`config.mk`:
```
export PLATFORM = sky130hd
export DESIGN_NAME = cvpi_top
export DESIGN_NICKNAME = d
export VERILOG_FILES = /design/src/rtl/cvpi_pkg.sv /design/src/rtl/cvpi_sync.sv /design/src/rtl/cvpi_flash.sv /design/src/rtl/cvpi_top.sv
export VERILOG_INCLUDE_DIRS = /design/src /design/src/rtl
export SDC_FILE = /design/constraint.sdc
export NUM_CORES = 1
export LEC_CHECK = 0
export BUFFER_PORTS_ARGS = -buffer_cell sky130_fd_sc_hd__buf_2
export CAP_MARGIN = 20
export CORE_MARGIN = 3
export CORE_UTILIZATION = 60
export CTS_CLUSTER_DIAMETER = 100
export DETAILED_ROUTE_END_ITERATION = 6
export GPL_TIMING_DRIVEN = 0
export PLACE_DENSITY = 0.81
export SETUP_SLACK_MARGIN = 0.1
export SKIP_CTS_REPAIR_TIMING = 1
export SLEW_MARGIN = 20
export SYNTH_ARGS = -nofsm -noshare
export SYNTH_HDL_FRONTEND = slang
export SYNTH_SLANG_ARGS = --single-unit
export TNS_END_PERCENT = 5
```
`constraint.sdc`:
```
create_clock -name I_CLK -period 4.8 [get_ports I_CLK]
set_input_delay 0.96 -clock I_CLK [delete_from_list [all_inputs] [get_ports I_CLK]]
set_output_delay 0.96 -clock I_CLK [all_outputs]
set_load 0.1 [all_outputs]
```
`src/rtl/cvpi_defines.svh`:
```
`ifndef CVPI_DEFINES_SVH
`define CVPI_DEFINES_SVH

// clock and flash time base
`define CVPI_CLK_HZ      100000000
`define CVPI_TICK_MS     10
`define CVPI_TICK_CYC    (`CVPI_CLK_HZ / 1000 * `CVPI_TICK_MS)

// flash segment times in ms
`define CVPI_BRIEF_MS    50
`define CVPI_GAP_MS      950
`define CVPI_QUICK_MS    50
`define CVPI_STEADY_MS   1000
`define CVPI_SLOW_MS     500
`define CVPI_LONG_MS     600
`define CVPI_SHORT_MS    200
`define CVPI_PAUSE_MS    800

// keypad numbers
`define CVPI_KEY_ZERO    7'h50
`define CVPI_KEY_LIMIT   8'h50
`define CVPI_LONG_KEY    7'h07
`define CVPI_BYTE_MAX    10'h0FF

// indirect helper variables
`define CVPI_CV_HUND     10'h060
`define CVPI_CV_LOW      10'h061
`define CVPI_CV_VAL      10'h063
`define CVPI_HUND_MAX    8'h09
`define CVPI_LOW_MAX     8'h63
`define CVPI_HELPER_RST  8'h00
`define CVPI_CV_MAX      1023

`endif

```
`src/rtl/cvpi_pkg.sv`:
```
package cvpi_pkg;

	typedef enum logic [1:0] {
		CMD_NONE,
		CMD_KEY,
		CMD_DIR,
		CMD_WRITE
	} cvpi_kind_t;

	typedef struct packed {
		cvpi_kind_t  kind;
		logic [9:0]  num;
		logic [7:0]  data;
	} cvpi_cmd_t;

	typedef struct packed {
		logic        vld;
		logic [9:0]  num;
		logic [7:0]  data;
	} cvpi_wr_t;

	typedef enum logic [2:0] {
		PAT_OFF,
		PAT_BRIEF,
		PAT_TWICE,
		PAT_STEADY,
		PAT_SLOW,
		PAT_LS,
		PAT_LSS,
		PAT_LSSS
	} cvpi_pat_t;

	typedef struct packed {
		logic        on;
		logic [7:0]  ticks;
		logic        last;
	} cvpi_seg_t;

	typedef enum logic [2:0] {
		ST_OFF,
		ST_S_CV,
		ST_S_VAL,
		ST_L_CVH,
		ST_L_CVU,
		ST_L_VH,
		ST_L_VU
	} cvpi_state_t;

endpackage

```
`src/rtl/cvpi_sync.sv`:
```
`timescale 1ns/1ps
module cvpi_sync (
	input  wire logic i_clk,
	input  wire logic i_nrst,
	input  wire logic i_async,
	output logic      o_level
);
	logic s1_r;
	logic s2_r;
	logic s3_r;

	// a change counts once the second and third stage agree
	always_ff @(posedge i_clk or negedge i_nrst) begin
		if (!i_nrst) begin
			s1_r    <= 1'b0;
			s2_r    <= 1'b0;
			s3_r    <= 1'b0;
			o_level <= 1'b0;
		end else begin
			s1_r <= i_async;
			s2_r <= s1_r;
			s3_r <= s2_r;
			if (s2_r == s3_r) begin
				o_level <= s3_r;
			end
		end
	end
endmodule // cvpi_sync

```
`src/rtl/cvpi_flash.sv`:
```
`timescale 1ns/1ps
`include "cvpi_defines.svh"
module cvpi_flash #(
	parameter int TICK_CYC = `CVPI_TICK_CYC
) (
	input  wire logic                i_clk,
	input  wire logic                i_nrst,
	input  wire cvpi_pkg::cvpi_pat_t i_bg,
	input  wire logic                i_shot_vld,
	input  wire cvpi_pkg::cvpi_pat_t i_shot,
	output logic                     o_lamp
);
	import cvpi_pkg::*;

	localparam int PW = $clog2(TICK_CYC);

	initial begin
		if (TICK_CYC < 2) begin
			$error("cvpi_flash: TICK_CYC must be at least 2");
		end
	end

	logic [PW-1:0] pre_r;
	logic          tick;
	cvpi_pat_t     pat_r;
	logic          shot_r;
	logic [3:0]    idx_r;
	logic [7:0]    cnt_r;
	cvpi_seg_t     seg;

	function automatic logic [7:0] ms2t(input int ms);
		return 8'(ms / `CVPI_TICK_MS);
	endfunction

	// segment table: lamp level, length in ticks, end of pattern
	function automatic cvpi_seg_t seg_of(input cvpi_pat_t p,
		input logic [3:0] i);
		cvpi_seg_t s;
		logic [3:0] n;
		s = '{on: 1'b0, ticks: 8'h01, last: 1'b1};
		n = 4'h0;
		case (p)
			PAT_BRIEF: begin
				s = '{on: (i == 4'h0), last: (i != 4'h0),
					ticks: (i == 4'h0) ? ms2t(`CVPI_BRIEF_MS)
					: ms2t(`CVPI_GAP_MS)};
			end
			PAT_TWICE: begin
				s = '{on: ~i[0], ticks: ms2t(`CVPI_QUICK_MS),
					last: (i == 4'h3)};
			end
			PAT_STEADY: begin
				s = '{on: 1'b1, ticks: ms2t(`CVPI_STEADY_MS),
					last: 1'b1};
			end
			PAT_SLOW: begin
				s = '{on: ~i[0], ticks: ms2t(`CVPI_SLOW_MS),
					last: i[0]};
			end
			PAT_LS, PAT_LSS, PAT_LSSS: begin
				n = (p == PAT_LS) ? 4'h1 : (p == PAT_LSS) ? 4'h2 : 4'h3;
				if (i == 4'h0) begin
					s = '{on: 1'b1, ticks: ms2t(`CVPI_LONG_MS),
						last: 1'b0};
				end else if (i == 4'((n << 1) + 4'h1)) begin
					s = '{on: 1'b0, ticks: ms2t(`CVPI_PAUSE_MS),
						last: 1'b1};
				end else begin
					s = '{on: ~i[0], ticks: ms2t(`CVPI_SHORT_MS),
						last: 1'b0};
				end
			end
			default: begin
				s = '{on: 1'b0, ticks: 8'h01, last: 1'b1};
			end
		endcase
		return s;
	endfunction

	assign seg  = seg_of(pat_r, idx_r);
	assign tick = (pre_r == PW'(TICK_CYC - 1));

	// tick prescaler, restarted with each one-shot pattern
	always_ff @(posedge i_clk or negedge i_nrst) begin
		if (!i_nrst) begin
			pre_r <= '0;
		end else if (i_shot_vld || tick) begin
			pre_r <= '0;
		end else begin
			pre_r <= pre_r + PW'(1);
		end
	end

	// pattern player: one-shot first, then the background loop
	always_ff @(posedge i_clk or negedge i_nrst) begin
		if (!i_nrst) begin
			pat_r  <= PAT_OFF;
			shot_r <= 1'b0;
			idx_r  <= 4'h0;
			cnt_r  <= 8'h00;
		end else if (i_shot_vld) begin
			pat_r  <= i_shot;
			shot_r <= 1'b1;
			idx_r  <= 4'h0;
			cnt_r  <= 8'h00;
		end else if (!shot_r && pat_r != i_bg) begin
			pat_r <= i_bg;
			idx_r <= 4'h0;
			cnt_r <= 8'h00;
		end else if (tick) begin
			if (cnt_r + 8'h01 >= seg.ticks) begin
				cnt_r <= 8'h00;
				idx_r <= seg.last ? 4'h0 : idx_r + 4'h1;
				if (seg.last && shot_r) begin
					shot_r <= 1'b0;
					pat_r  <= i_bg;
				end
			end else begin
				cnt_r <= cnt_r + 8'h01;
			end
		end
	end

	always_ff @(posedge i_clk or negedge i_nrst) begin
		if (!i_nrst) begin
			o_lamp <= 1'b0;
		end else begin
			o_lamp <= seg.on;
		end
	end
endmodule // cvpi_flash

```
`src/rtl/cvpi_top.sv`:
```
// Functional notes
// - short mode: numbers and values below 80
// - long mode: full byte, split entries
// - no read-back during keypad programming
// - keypad 80 stands for zero
// - address 80 enters programming as first command after power returns
// - short mode waiting: brief periodic flashes
// - short mode number latched, two quick flashes
// - value stored, lamps steady one second
// - number 80 or power cycle exits
// - value 07 into 07 enters long mode
// - long mode number in two confirmed parts
// - long mode value in two confirmed parts
// - long mode left only by power cycle
// - helpers hold hundreds and low digits
// - helper value write commits to target
// - helpers cleared after indirect write
`timescale 1ns/1ps
`include "cvpi_defines.svh"
module cvpi_top #(
	parameter int TICK_CYC = `CVPI_TICK_CYC,
	parameter int CV_MAX   = `CVPI_CV_MAX
) (
	input  wire logic                I_CLK,
	input  wire logic                I_NRST,
	input  wire logic                I_TRACK_PWR,
	input  wire logic [6:0]          I_OWN_ADDR,
	input  wire logic                I_CMD_VLD,
	input  wire cvpi_pkg::cvpi_cmd_t I_CMD,
	input  wire logic                I_RD_VLD,
	input  wire logic [9:0]          I_RD_NUM,
	output cvpi_pkg::cvpi_wr_t       O_CV_WR,
	output logic                     O_LAMP,
	output logic                     O_PROG,
	output logic                     O_LONG,
	output logic                     O_RD_ACK,
	output logic                     O_RD_HIT,
	output logic [7:0]               O_RD_DATA
);
	import cvpi_pkg::*;

	initial begin
		if (CV_MAX < 1 || CV_MAX > 1023) begin
			$error("cvpi_top: CV_MAX must lie in 1..1023");
		end
	end

	////////////////////////////////////////////////////////////////
	// declarations

	logic        pwr_s;
	logic        pwr_q_r;
	logic        pwr_rise;
	logic        pwr_fall;
	logic        arm_r;
	logic        enter_ok;
	logic        is_dir;
	logic        is_key;

	cvpi_state_t st_r;
	cvpi_state_t st_nxt;
	logic [6:0]  pend_r;
	logic [6:0]  pend_nxt;
	logic [9:0]  cvn_r;
	logic [9:0]  cvn_nxt;
	logic [6:0]  ht_r;
	logic [6:0]  ht_nxt;
	logic [6:0]  kv;
	logic [9:0]  sum;

	cvpi_wr_t    kp_wr;
	cvpi_wr_t    req;
	logic        shot_vld;
	cvpi_pat_t   shot;
	cvpi_pat_t   bg;

	logic [7:0]  hund_r;
	logic [7:0]  low_r;
	logic [9:0]  tgt;
	logic        tgt_ok;

	////////////////////////////////////////////////////////////////
	// functions

	// keypad cannot send zero, so 80 stands for it
	function automatic logic [6:0] key_val(input logic [6:0] k);
		return (k == `CVPI_KEY_ZERO) ? 7'h00 : k;
	endfunction

	function automatic logic is_helper(input logic [9:0] n);
		return (n == `CVPI_CV_HUND) || (n == `CVPI_CV_LOW)
			|| (n == `CVPI_CV_VAL);
	endfunction

	function automatic logic [9:0] tens_units(input logic [6:0] h,
		input logic [6:0] u);
		return 10'(10'(h) * 10'h00A + 10'(u));
	endfunction

	////////////////////////////////////////////////////////////////
	// track power

	cvpi_sync u_pwr_sync (
		.i_clk   (I_CLK),
		.i_nrst  (I_NRST),
		.i_async (I_TRACK_PWR),
		.o_level (pwr_s)
	);

	always_ff @(posedge I_CLK or negedge I_NRST) begin
		if (!I_NRST) begin
			pwr_q_r <= 1'b0;
		end else begin
			pwr_q_r <= pwr_s;
		end
	end

	assign pwr_rise = pwr_s & ~pwr_q_r;
	assign pwr_fall = ~pwr_s & pwr_q_r;

	// only the first command after power returns may open programming
	always_ff @(posedge I_CLK or negedge I_NRST) begin
		if (!I_NRST) begin
			arm_r <= 1'b0;
		end else if (pwr_rise) begin
			arm_r <= 1'b1;
		end else if (I_CMD_VLD || pwr_fall) begin
			arm_r <= 1'b0;
		end
	end

	assign is_dir = I_CMD_VLD && (I_CMD.kind == CMD_DIR);
	assign is_key = I_CMD_VLD && (I_CMD.kind == CMD_KEY);

	// direction held while power returns, own address or 80
	assign enter_ok = arm_r && is_dir && I_CMD.num[9:7] == 3'h0
		&& (I_CMD.num[6:0] == I_OWN_ADDR
		|| I_CMD.num[6:0] == `CVPI_KEY_ZERO);

	////////////////////////////////////////////////////////////////
	// keypad procedure

	assign kv  = key_val(pend_r);
	assign sum = tens_units(ht_r, kv);

	always_comb begin
		st_nxt   = st_r;
		pend_nxt = pend_r;
		cvn_nxt  = cvn_r;
		ht_nxt   = ht_r;
		kp_wr    = '0;
		shot_vld = 1'b0;
		shot     = PAT_OFF;
		if (pwr_fall) begin
			st_nxt = ST_OFF;
		end else if (is_key && st_r != ST_OFF) begin
			pend_nxt = I_CMD.num[6:0];
		end else if (is_dir) begin
			case (st_r)
				ST_OFF: begin
					if (enter_ok) begin
						st_nxt   = ST_S_CV;
						pend_nxt = 7'h00;
					end
				end
				ST_S_CV: begin
					if (pend_r == `CVPI_KEY_ZERO) begin
						st_nxt = ST_OFF;
					end else begin
						cvn_nxt  = 10'(kv);
						st_nxt   = ST_S_VAL;
						shot_vld = 1'b1;
						shot     = PAT_TWICE;
					end
				end
				ST_S_VAL: begin
					if (cvn_r == 10'(`CVPI_LONG_KEY)
						&& kv == `CVPI_LONG_KEY) begin
						st_nxt = ST_L_CVH;
					end else begin
						st_nxt = ST_S_CV;
						if (cvn_r < 10'(`CVPI_KEY_LIMIT)
							&& {1'b0, kv} < `CVPI_KEY_LIMIT) begin
							kp_wr    = '{vld: 1'b1, num: cvn_r,
								data: {1'b0, kv}};
							shot_vld = 1'b1;
							shot     = PAT_STEADY;
						end
					end
				end
				ST_L_CVH: begin
					ht_nxt = kv;
					st_nxt = ST_L_CVU;
				end
				ST_L_CVU: begin
					cvn_nxt = sum;
					st_nxt  = ST_L_VH;
				end
				ST_L_VH: begin
					ht_nxt = kv;
					st_nxt = ST_L_VU;
				end
				ST_L_VU: begin
					st_nxt = ST_L_CVH;
					if (sum <= `CVPI_BYTE_MAX) begin
						kp_wr    = '{vld: 1'b1, num: cvn_r,
							data: sum[7:0]};
						shot_vld = 1'b1;
						shot     = PAT_STEADY;
					end
				end
				default: begin
					st_nxt = ST_OFF;
				end
			endcase
		end
	end

	always_ff @(posedge I_CLK or negedge I_NRST) begin
		if (!I_NRST) begin
			st_r   <= ST_OFF;
			pend_r <= 7'h00;
			cvn_r  <= 10'h000;
			ht_r   <= 7'h00;
		end else begin
			st_r   <= st_nxt;
			pend_r <= pend_nxt;
			cvn_r  <= cvn_nxt;
			ht_r   <= ht_nxt;
		end
	end

	assign O_PROG = (st_r != ST_OFF);
	assign O_LONG = O_PROG && (st_r != ST_S_CV) && (st_r != ST_S_VAL);

	////////////////////////////////////////////////////////////////
	// headlight patterns

	always_comb begin
		case (st_r)
			ST_OFF:   bg = PAT_OFF;
			ST_S_CV:  bg = PAT_BRIEF;
			ST_S_VAL: bg = PAT_BRIEF;
			ST_L_CVH: bg = PAT_SLOW;
			ST_L_CVU: bg = PAT_LS;
			ST_L_VH:  bg = PAT_LSS;
			ST_L_VU:  bg = PAT_LSSS;
			default:  bg = PAT_OFF;
		endcase
	end

	cvpi_flash #(
		.TICK_CYC (TICK_CYC)
	) u_flash (
		.i_clk      (I_CLK),
		.i_nrst     (I_NRST),
		.i_bg       (bg),
		.i_shot_vld (shot_vld),
		.i_shot     (shot),
		.o_lamp     (O_LAMP)
	);

	////////////////////////////////////////////////////////////////
	// variable writes and indirect helpers

	always_comb begin
		if (kp_wr.vld) begin
			req = kp_wr;
		end else if (I_CMD_VLD && I_CMD.kind == CMD_WRITE) begin
			req = '{vld: 1'b1, num: I_CMD.num, data: I_CMD.data};
		end else begin
			req = '0;
		end
	end

	// target is hundreds times 100 plus the low digits
	assign tgt = 10'(10'(hund_r[3:0]) * 10'h064 + 10'(low_r[6:0]));
	assign tgt_ok = (hund_r <= `CVPI_HUND_MAX) && (low_r <= `CVPI_LOW_MAX)
		&& (int'(tgt) <= CV_MAX);

	always_ff @(posedge I_CLK or negedge I_NRST) begin
		if (!I_NRST) begin
			hund_r <= `CVPI_HELPER_RST;
			low_r  <= `CVPI_HELPER_RST;
		end else if (req.vld) begin
			case (req.num)
				`CVPI_CV_HUND: hund_r <= req.data;
				`CVPI_CV_LOW:  low_r  <= req.data;
				`CVPI_CV_VAL: begin
					hund_r <= `CVPI_HELPER_RST;
					low_r  <= `CVPI_HELPER_RST;
				end
				default: begin
					hund_r <= hund_r;
				end
			endcase
		end
	end

	always_ff @(posedge I_CLK or negedge I_NRST) begin
		if (!I_NRST) begin
			O_CV_WR <= '0;
		end else if (req.vld && req.num == `CVPI_CV_VAL) begin
			O_CV_WR <= '{vld: tgt_ok, num: tgt,
				data: req.data};
		end else if (req.vld && !is_helper(req.num)
			&& int'(req.num) <= CV_MAX) begin
			O_CV_WR <= req;
		end else begin
			O_CV_WR <= '0;
		end
	end

	////////////////////////////////////////////////////////////////
	// helper read-back, refused while keypad programming runs

	always_ff @(posedge I_CLK or negedge I_NRST) begin
		if (!I_NRST) begin
			O_RD_ACK  <= 1'b0;
			O_RD_HIT  <= 1'b0;
			O_RD_DATA <= 8'h00;
		end else begin
			O_RD_ACK <= I_RD_VLD;
			O_RD_HIT <= I_RD_VLD && !O_PROG && is_helper(I_RD_NUM);
			if (I_RD_VLD && !O_PROG) begin
				case (I_RD_NUM)
					`CVPI_CV_HUND: O_RD_DATA <= hund_r;
					`CVPI_CV_LOW:  O_RD_DATA <= low_r;
					default:       O_RD_DATA <= 8'h00;
				endcase
			end else begin
				O_RD_DATA <= 8'h00;
			end
		end
	end

endmodule // cvpi_top

```
==> results of run 1 <==
## layer usage
| metal | part of all wire, % | GRT usage [%] |
|---|---|---|
| met5 | 0 | 0 |
| met4 | 3.3 | 12.0 |
| met3 | 6.2 | 7.62 |
| met2 | 49 | 48.8 |
| met1 | 41 | 34.9 |
## area by class of cell
| class | count | area [sq um] | area share, % |
|---|---|---|---|
| multi-input cells | 562 | 4160 | 48.8 |
| flip-flops and latches | 115 | 2880 | 33.8 |
| repair buffers | 81 | 454 | 5.33 |
| clock buffers | 19 | 443 | 5.20 |
| well taps | 143 | 179 | 2.10 |
| plain buffers | 32 | 146 | 1.72 |
| clock inverters | 13 | 133 | 1.56 |
| inverters | 32 | 120 | 1.41 |
## cells by family after synthesis
group	after synthesis	share of synthesized area, %
AND/OR/NAND/NOR	249	17.7
AO/OA/AOI/OAI	182	19.1
adder cells (fa/ha/maj)	47	8.55
XOR/XNOR	52	6.32
multiplexers	32	4.76
flip-flops	115	40.0
buffers and inverters	64	3.60
## metrics by stage
stage | total power, W | util, % | setup WS (ns) | cell area (sq um) | hold slack, ns
after CTS | 0.00414 | 72.2 | -0.231 | 8350 | 0.355
after global placement | 0.00281 | 66.9 | -0.00509 | 7740 | 0.332
after floorplan | 0.00249 | - | 0.397 | 7200 | 0.331
after global routing | 0.00448 | 73.7 | 0.0841 | 8520 | 0.365
after detailed placement | 0.00290 | 67.2 | -0.180 | 7770 | 0.335
final | 0.00423 | 73.7 | 0.231 | 8520 | 0.352
## placed cells by master (no fill, tap or decap), types with 15 or more instances in the layout
cell | Yosys | layout
dfrtp_1 | 115 | 111
nor2_1 | 75 | 73
buf_2 | 3 | 73
nand2_1 | 54 | 53
ha_1 | 42 | 41
a21oi_1 | 38 | 37
inv_1 | 32 | 32
xor2_1 | 28 | 28
o21ai_0 | 27 | 27
xnor2_1 | 24 | 24
clkbuf_1 | 23 | 23
nand3_1 | 21 | 20
mux2_2 | 17 | 17
clkbuf_16 | 0 | 17
a21o_1 | 17 | 16
a22o_1 | 15 | 15
## power by group through the flow
| stage | sequential (W) | clock [W] | combinational [W] |
|---|---|---|---|
| finish | 0.00133 | 0.00123 | 0.00166 |
| global placement | 0.00132 | 0 | 0.00150 |
| CTS | 0.00131 | 0.00125 | 0.00158 |
| detailed placement | 0.00133 | 0 | 0.00157 |
| global route | 0.00135 | 0.00130 | 0.00183 |
| floorplan | 0.00134 | 0 | 0.00116 |
## path summary, 6_finish.rpt
path,startpoint,end,slack [ns]
min in group asynchronous,I_NRST,O_CV_WR[17],0.47
setup reg to reg,pend_r[0],low_r[6],0.23
hold / removal,u_pwr_sync.s1_r,u_pwr_sync.s2_r,0.35
setup / recovery,pend_r[0],low_r[6],0.23
max in group asynchronous,I_NRST,st_r[2],3.65
hold reg to reg,u_pwr_sync.s1_r,u_pwr_sync.s2_r,0.35
## registers in the layout (all words and copies together), names as in the netlist, 3 cells and up
name,cells
cvn_r,10
u_flash.pre_r,20
pend_r,7
O_CV_WR,19
ht_r,7
u_flash.idx_r,4
u_flash.cnt_r,8
u_flash.pat_r,3
st_r,3
O_RD_DATA,8
hund_r,8
low_r,8
==> out/qor.txt, run 1 <==
Fin. Hold Viols: 0
Distinct cells, synth: 86
area share of the largest cell type after synthesis: 40.0%
Non-Filler Instances: 997
Leak: 4.11 nW
ordered cell list for the critical path: or4_4 -> o21ai_4 -> inv_1 -> ha_1 -> o21a_1 -> nand4_1 -> a211oi_4 -> nand4_1 -> buf_4 -> buf_4 -> a211o_1 -> nor2_2 -> a21o_1 -> nand3_4 -> buf_4 -> mux2_1
global-route wire length before repair: 30100 um
io pins: 74
initial antenna violation count: 0
H-tree levels: 4
Worst Tran Pin Value: 0.943 ns
Fillers: 820
Syn Nets: 829
HPWL after DPL: 13400 um
worst min path class: reg2reg
count of flip-flops with a built-in enable after synthesis: 0
Layout Nets: 929
Starting Density: 62.3%
Switch Pwr: 0.00171 W
Routed Wire Length: 18300 um
Yosys top cell by area: dfrtp_1
Area contributors post-synth: dfrtp_1, ha_1, nor2_1, xor2_1, xnor2_1
Post-Synthesis Cells: 741
Post-synth top flop: dfrtp_1
largest net degree at the start of global routing: 73
CTS root buf: clkbuf_16
TritonRoute pass-1 iters: 5
slowest stage delay, CP: 0.60 ns
CP endpoint kind: flop
Slew HR: 36.7%
register area share after synthesis: 40.0%
Port Buffer Count: 72
ANT nets after route: 0
worst-path fanout max: 10
count of final setup violators: 0
Comb pwr share: 39.4%
worst clock skew: 0.00912 ns
height of the die: 116 um
top post-synthesis cells by count: dfrtp_1, nor2_1, nand2_1, ha_1, a21oi_1
Internal: 0.00252 W
total gr overflow: 0
die width: 116 um
RSZ-0062 raised after global routing: no
clock tree from TritonCTS: built
Bufs on Longest Clock Path: 2
Post-synth ARST share: 100%
clock share of power: 29.2%
Worst-path clk slew: 0.05 ns
1st-iter DRT viols: 509
wire per inst: 18.4 um
run status: finished clean
Post-Syn Area: 7200 sq um
switching part of the total power: 40.4%
Slew Viols, Final: 0
yosys warns: 0
setup TNS: 0 ns
Crit path top cell by count: buf_4
Sink Count: 115
minimum clock period after layout: 4.57 ns
vias in the first global route: 6325
gr usage total: 28.8%
number of synthesized register bits: 115
most common cell in the netlist: dfrtp_1
CP max stage cell: or4_4
critical path depth in cells: 16
CP delay by family, top: compound AO/OA/AOI/OAI gates
vias per std cell: 6.23
Data arrival, critical path: 4.87 ns
synth-to-layout area growth: 18.3%
startpoint type of the worst setup path: flop
FF-to-FF path depth: 16
n_diodes: 0
post-route clock period utilization: 95.2%
Cells after DPL: 957
required time worst endpoint: 5.10 ns
PwrDens: 496 nW/um^2
sequential power share: 31.4%
via count: 6212
Worst-Skew Late Latency: 0.42 ns
layout cells sized above 1: 20.1%
Core Footprint: 11600 sq um
FMAX: 219 MHz
CTS Buf Count: 17
Avg Cell Area, Syn: 9.72 sq um
Die ar.: 13400 sq um
GPL Wtd Cong: 0.980
crit path buf inv count: 4
Worst Hold Path Cells: 0
kind of critical path: reg2reg
Rows: 39
max_cap viols: 0
DRC viols: 0
VDD IR max: 0.000483 V
Note: power is estimated with default switching activity, not from simulation.
==> run 2: changes to the inputs <==
Settings changed: CORE_UTILIZATION 60 to 55, PLACE_DENSITY 0.81 to 0.74.
Clock period 4.8 ns to 4.6 ns, I/O delays scaled along.
==> out/qor.txt, run 2 (same netlist as run 1, synthesis figures left out) <==
max_cap viols: 0
clock tree from TritonCTS: built
Top reg by flops: u_flash.pre_r
Routed Wire Length: 18900 um
CP endpoint kind: flop
most frequent cells in the layout: dfrtp_1, nor2_1, buf_2, nand2_1, ha_1
HPWL after DPL: 13700 um
Bufs on Longest Clock Path: 2
setup ws final: 0.0840 ns
Crit path top cell by count: ha_1
total gr overflow: 0
HP Start: u_pwr_sync.s1_r
CTS Buf Count: 17
Slew Viols, Final: 0
worst min path class: reg2reg
crit path buf inv count: 3
most common cell after layout, fill and taps aside: dfrtp_1
GPL Wtd Cong: 0.986
ANT nets after route: 0
post-route clock period utilization: 98.2%
synth-to-layout area growth: 19.5%
Fillers: 1006
vias per std cell: 6.07
FF-to-FF path depth: 16
worst setup path start: ht_r[1]
ordered cell list for the critical path: ha_1 -> ha_1 -> inv_1 -> fa_1 -> xnor2_1 -> ha_1 -> nand4_1 -> a211oi_2 -> nand4_1 -> buf_4 -> a211oi_4 -> buf_6 -> o211ai_1 -> a21o_1 -> or4_4 -> a22o_1
DRC viols: 0
startpoint type of the worst setup path: flop
Hold Path End: u_pwr_sync.s2_r
CP max stage cell: or4_4
largest net degree at the start of global routing: 65
n_diodes: 0
Core Footprint: 12700 sq um
height of the die: 120 um
initial antenna violation count: 0
1st-iter DRT viols: 649
worst clock skew: 0.00900 ns
Sink Count: 115
final core occ: 67.6%
PwrDens: 529 nW/um^2
worst r2r src: ht_r[1]
VDD IR max: 0.000431 V
via count: 6226
Fin. Hold Viols: 0
Port Buffer Count: 72
io pins: 74
Rows: 41
Worst Hold Path Cells: 0
Worst-Skew Late Latency: 0.43 ns
run status: finished clean
CP delay by family, top: compound AO/OA/AOI/OAI gates
Leak: 4.13 nW
worst-path fanout max: 6
reg-to-reg slack, setup: 0.08 ns
slowest stage delay, CP: 0.55 ns
H-tree levels: 4
RSZ-0062 raised after global routing: yes
CTS root buf: clkbuf_16
die width: 120 um
Layout Nets: 929
count of final setup violators: 0
layout cells sized above 1: 20.3%
biggest regs: u_flash.pre_r x20, O_CV_WR x19, cvn_r x10
Die ar.: 14500 sq um
Worst-path clk slew: 0.06 ns
required time worst endpoint: 4.91 ns
FMAX: 221 MHz
gr usage total: 26.4%
vias in the first global route: 6129
Worst Tran Pin Value: 0.989 ns
kind of critical path: reg2reg
minimum clock period after layout: 4.52 ns
worst reg2reg path endpoint: hund_r[1]
dpl ws: -0.326 ns
Slew HR: 33.6%
global-route wire length before repair: 30200 um
Data arrival, critical path: 4.82 ns
max reg flops: 20
TritonRoute pass-1 iters: 5
Starting Density: 56.6%
wire per inst: 18.4 um
-- run 2: how the worst max path moves through the flow --
stage	endpoint	slack [ns]	cells past startpoint
2_1_floorplan	hund_r[1]	0.20	16
6_report	hund_r[1]	0.08	16
3_5_place_dp	O_CV_WR[17]	-0.33	15
5_1_grt	low_r[6]	-0.08	17
3_3_place_gp	O_CV_WR[18]	-0.24	15
4_1_cts	O_CV_WR[17]	-0.39	15
-- run 2: metal layers --
layer / GRT usage (%) / vias to the layer above / share of wire (%)
met5: 0 / - / 0
met4: 10.1 / 0 / 2.3
met3: 6.78 / 45 / 8.0
met2: 43.0 / 297 / 48
met1: 33.9 / 3001 / 42
li1: - / 2883 / -
-- run 2: metrics by stage --
step / TNS, ns / hold slack, ns / cell area [sq um] / std cells / power (W)
2_1_floorplan: 0 / 0.331 / 7200 / 741 / 0.00260
3_3_place_gp: -4.03 / 0.340 / 7780 / 985 / 0.00296
3_5_place_dp: -7.04 / 0.340 / 7810 / 986 / 0.00303
4_1_cts: -8.72 / 0.352 / 8440 / 1018 / 0.00444
5_1_grt: -0.631 / 0.359 / 8610 / 1026 / 0.00479
6_report: 0 / 0.348 / 8610 / 1026 / 0.00455
-- run 2: layout make-up --
type / count / area, sq um / share of cell area [%]
plain buffers: 32 / 148 / 1.72
clock buffers: 19 / 453 / 5.26
clock inverters: 13 / 174 / 2.02
inverters: 32 / 120 / 1.40
multi-input cells: 562 / 4150 / 48.2
flip-flops and latches: 115 / 2880 / 33.5
well taps: 172 / 215 / 2.50
repair buffers: 81 / 467 / 5.42
-- run 2: report_power, final --
part / switching [W] / internal (W) / leakage [nW] / total, W
sequential: 0.000211 / 0.00118 / 1.52 / 0.00139
combinational: 0.00110 / 0.000670 / 2.31 / 0.00177
clock: 0.000507 / 0.000888 / 0.297 / 0.00140
total: 0.00181 / 0.00273 / 4.13 / 0.00455
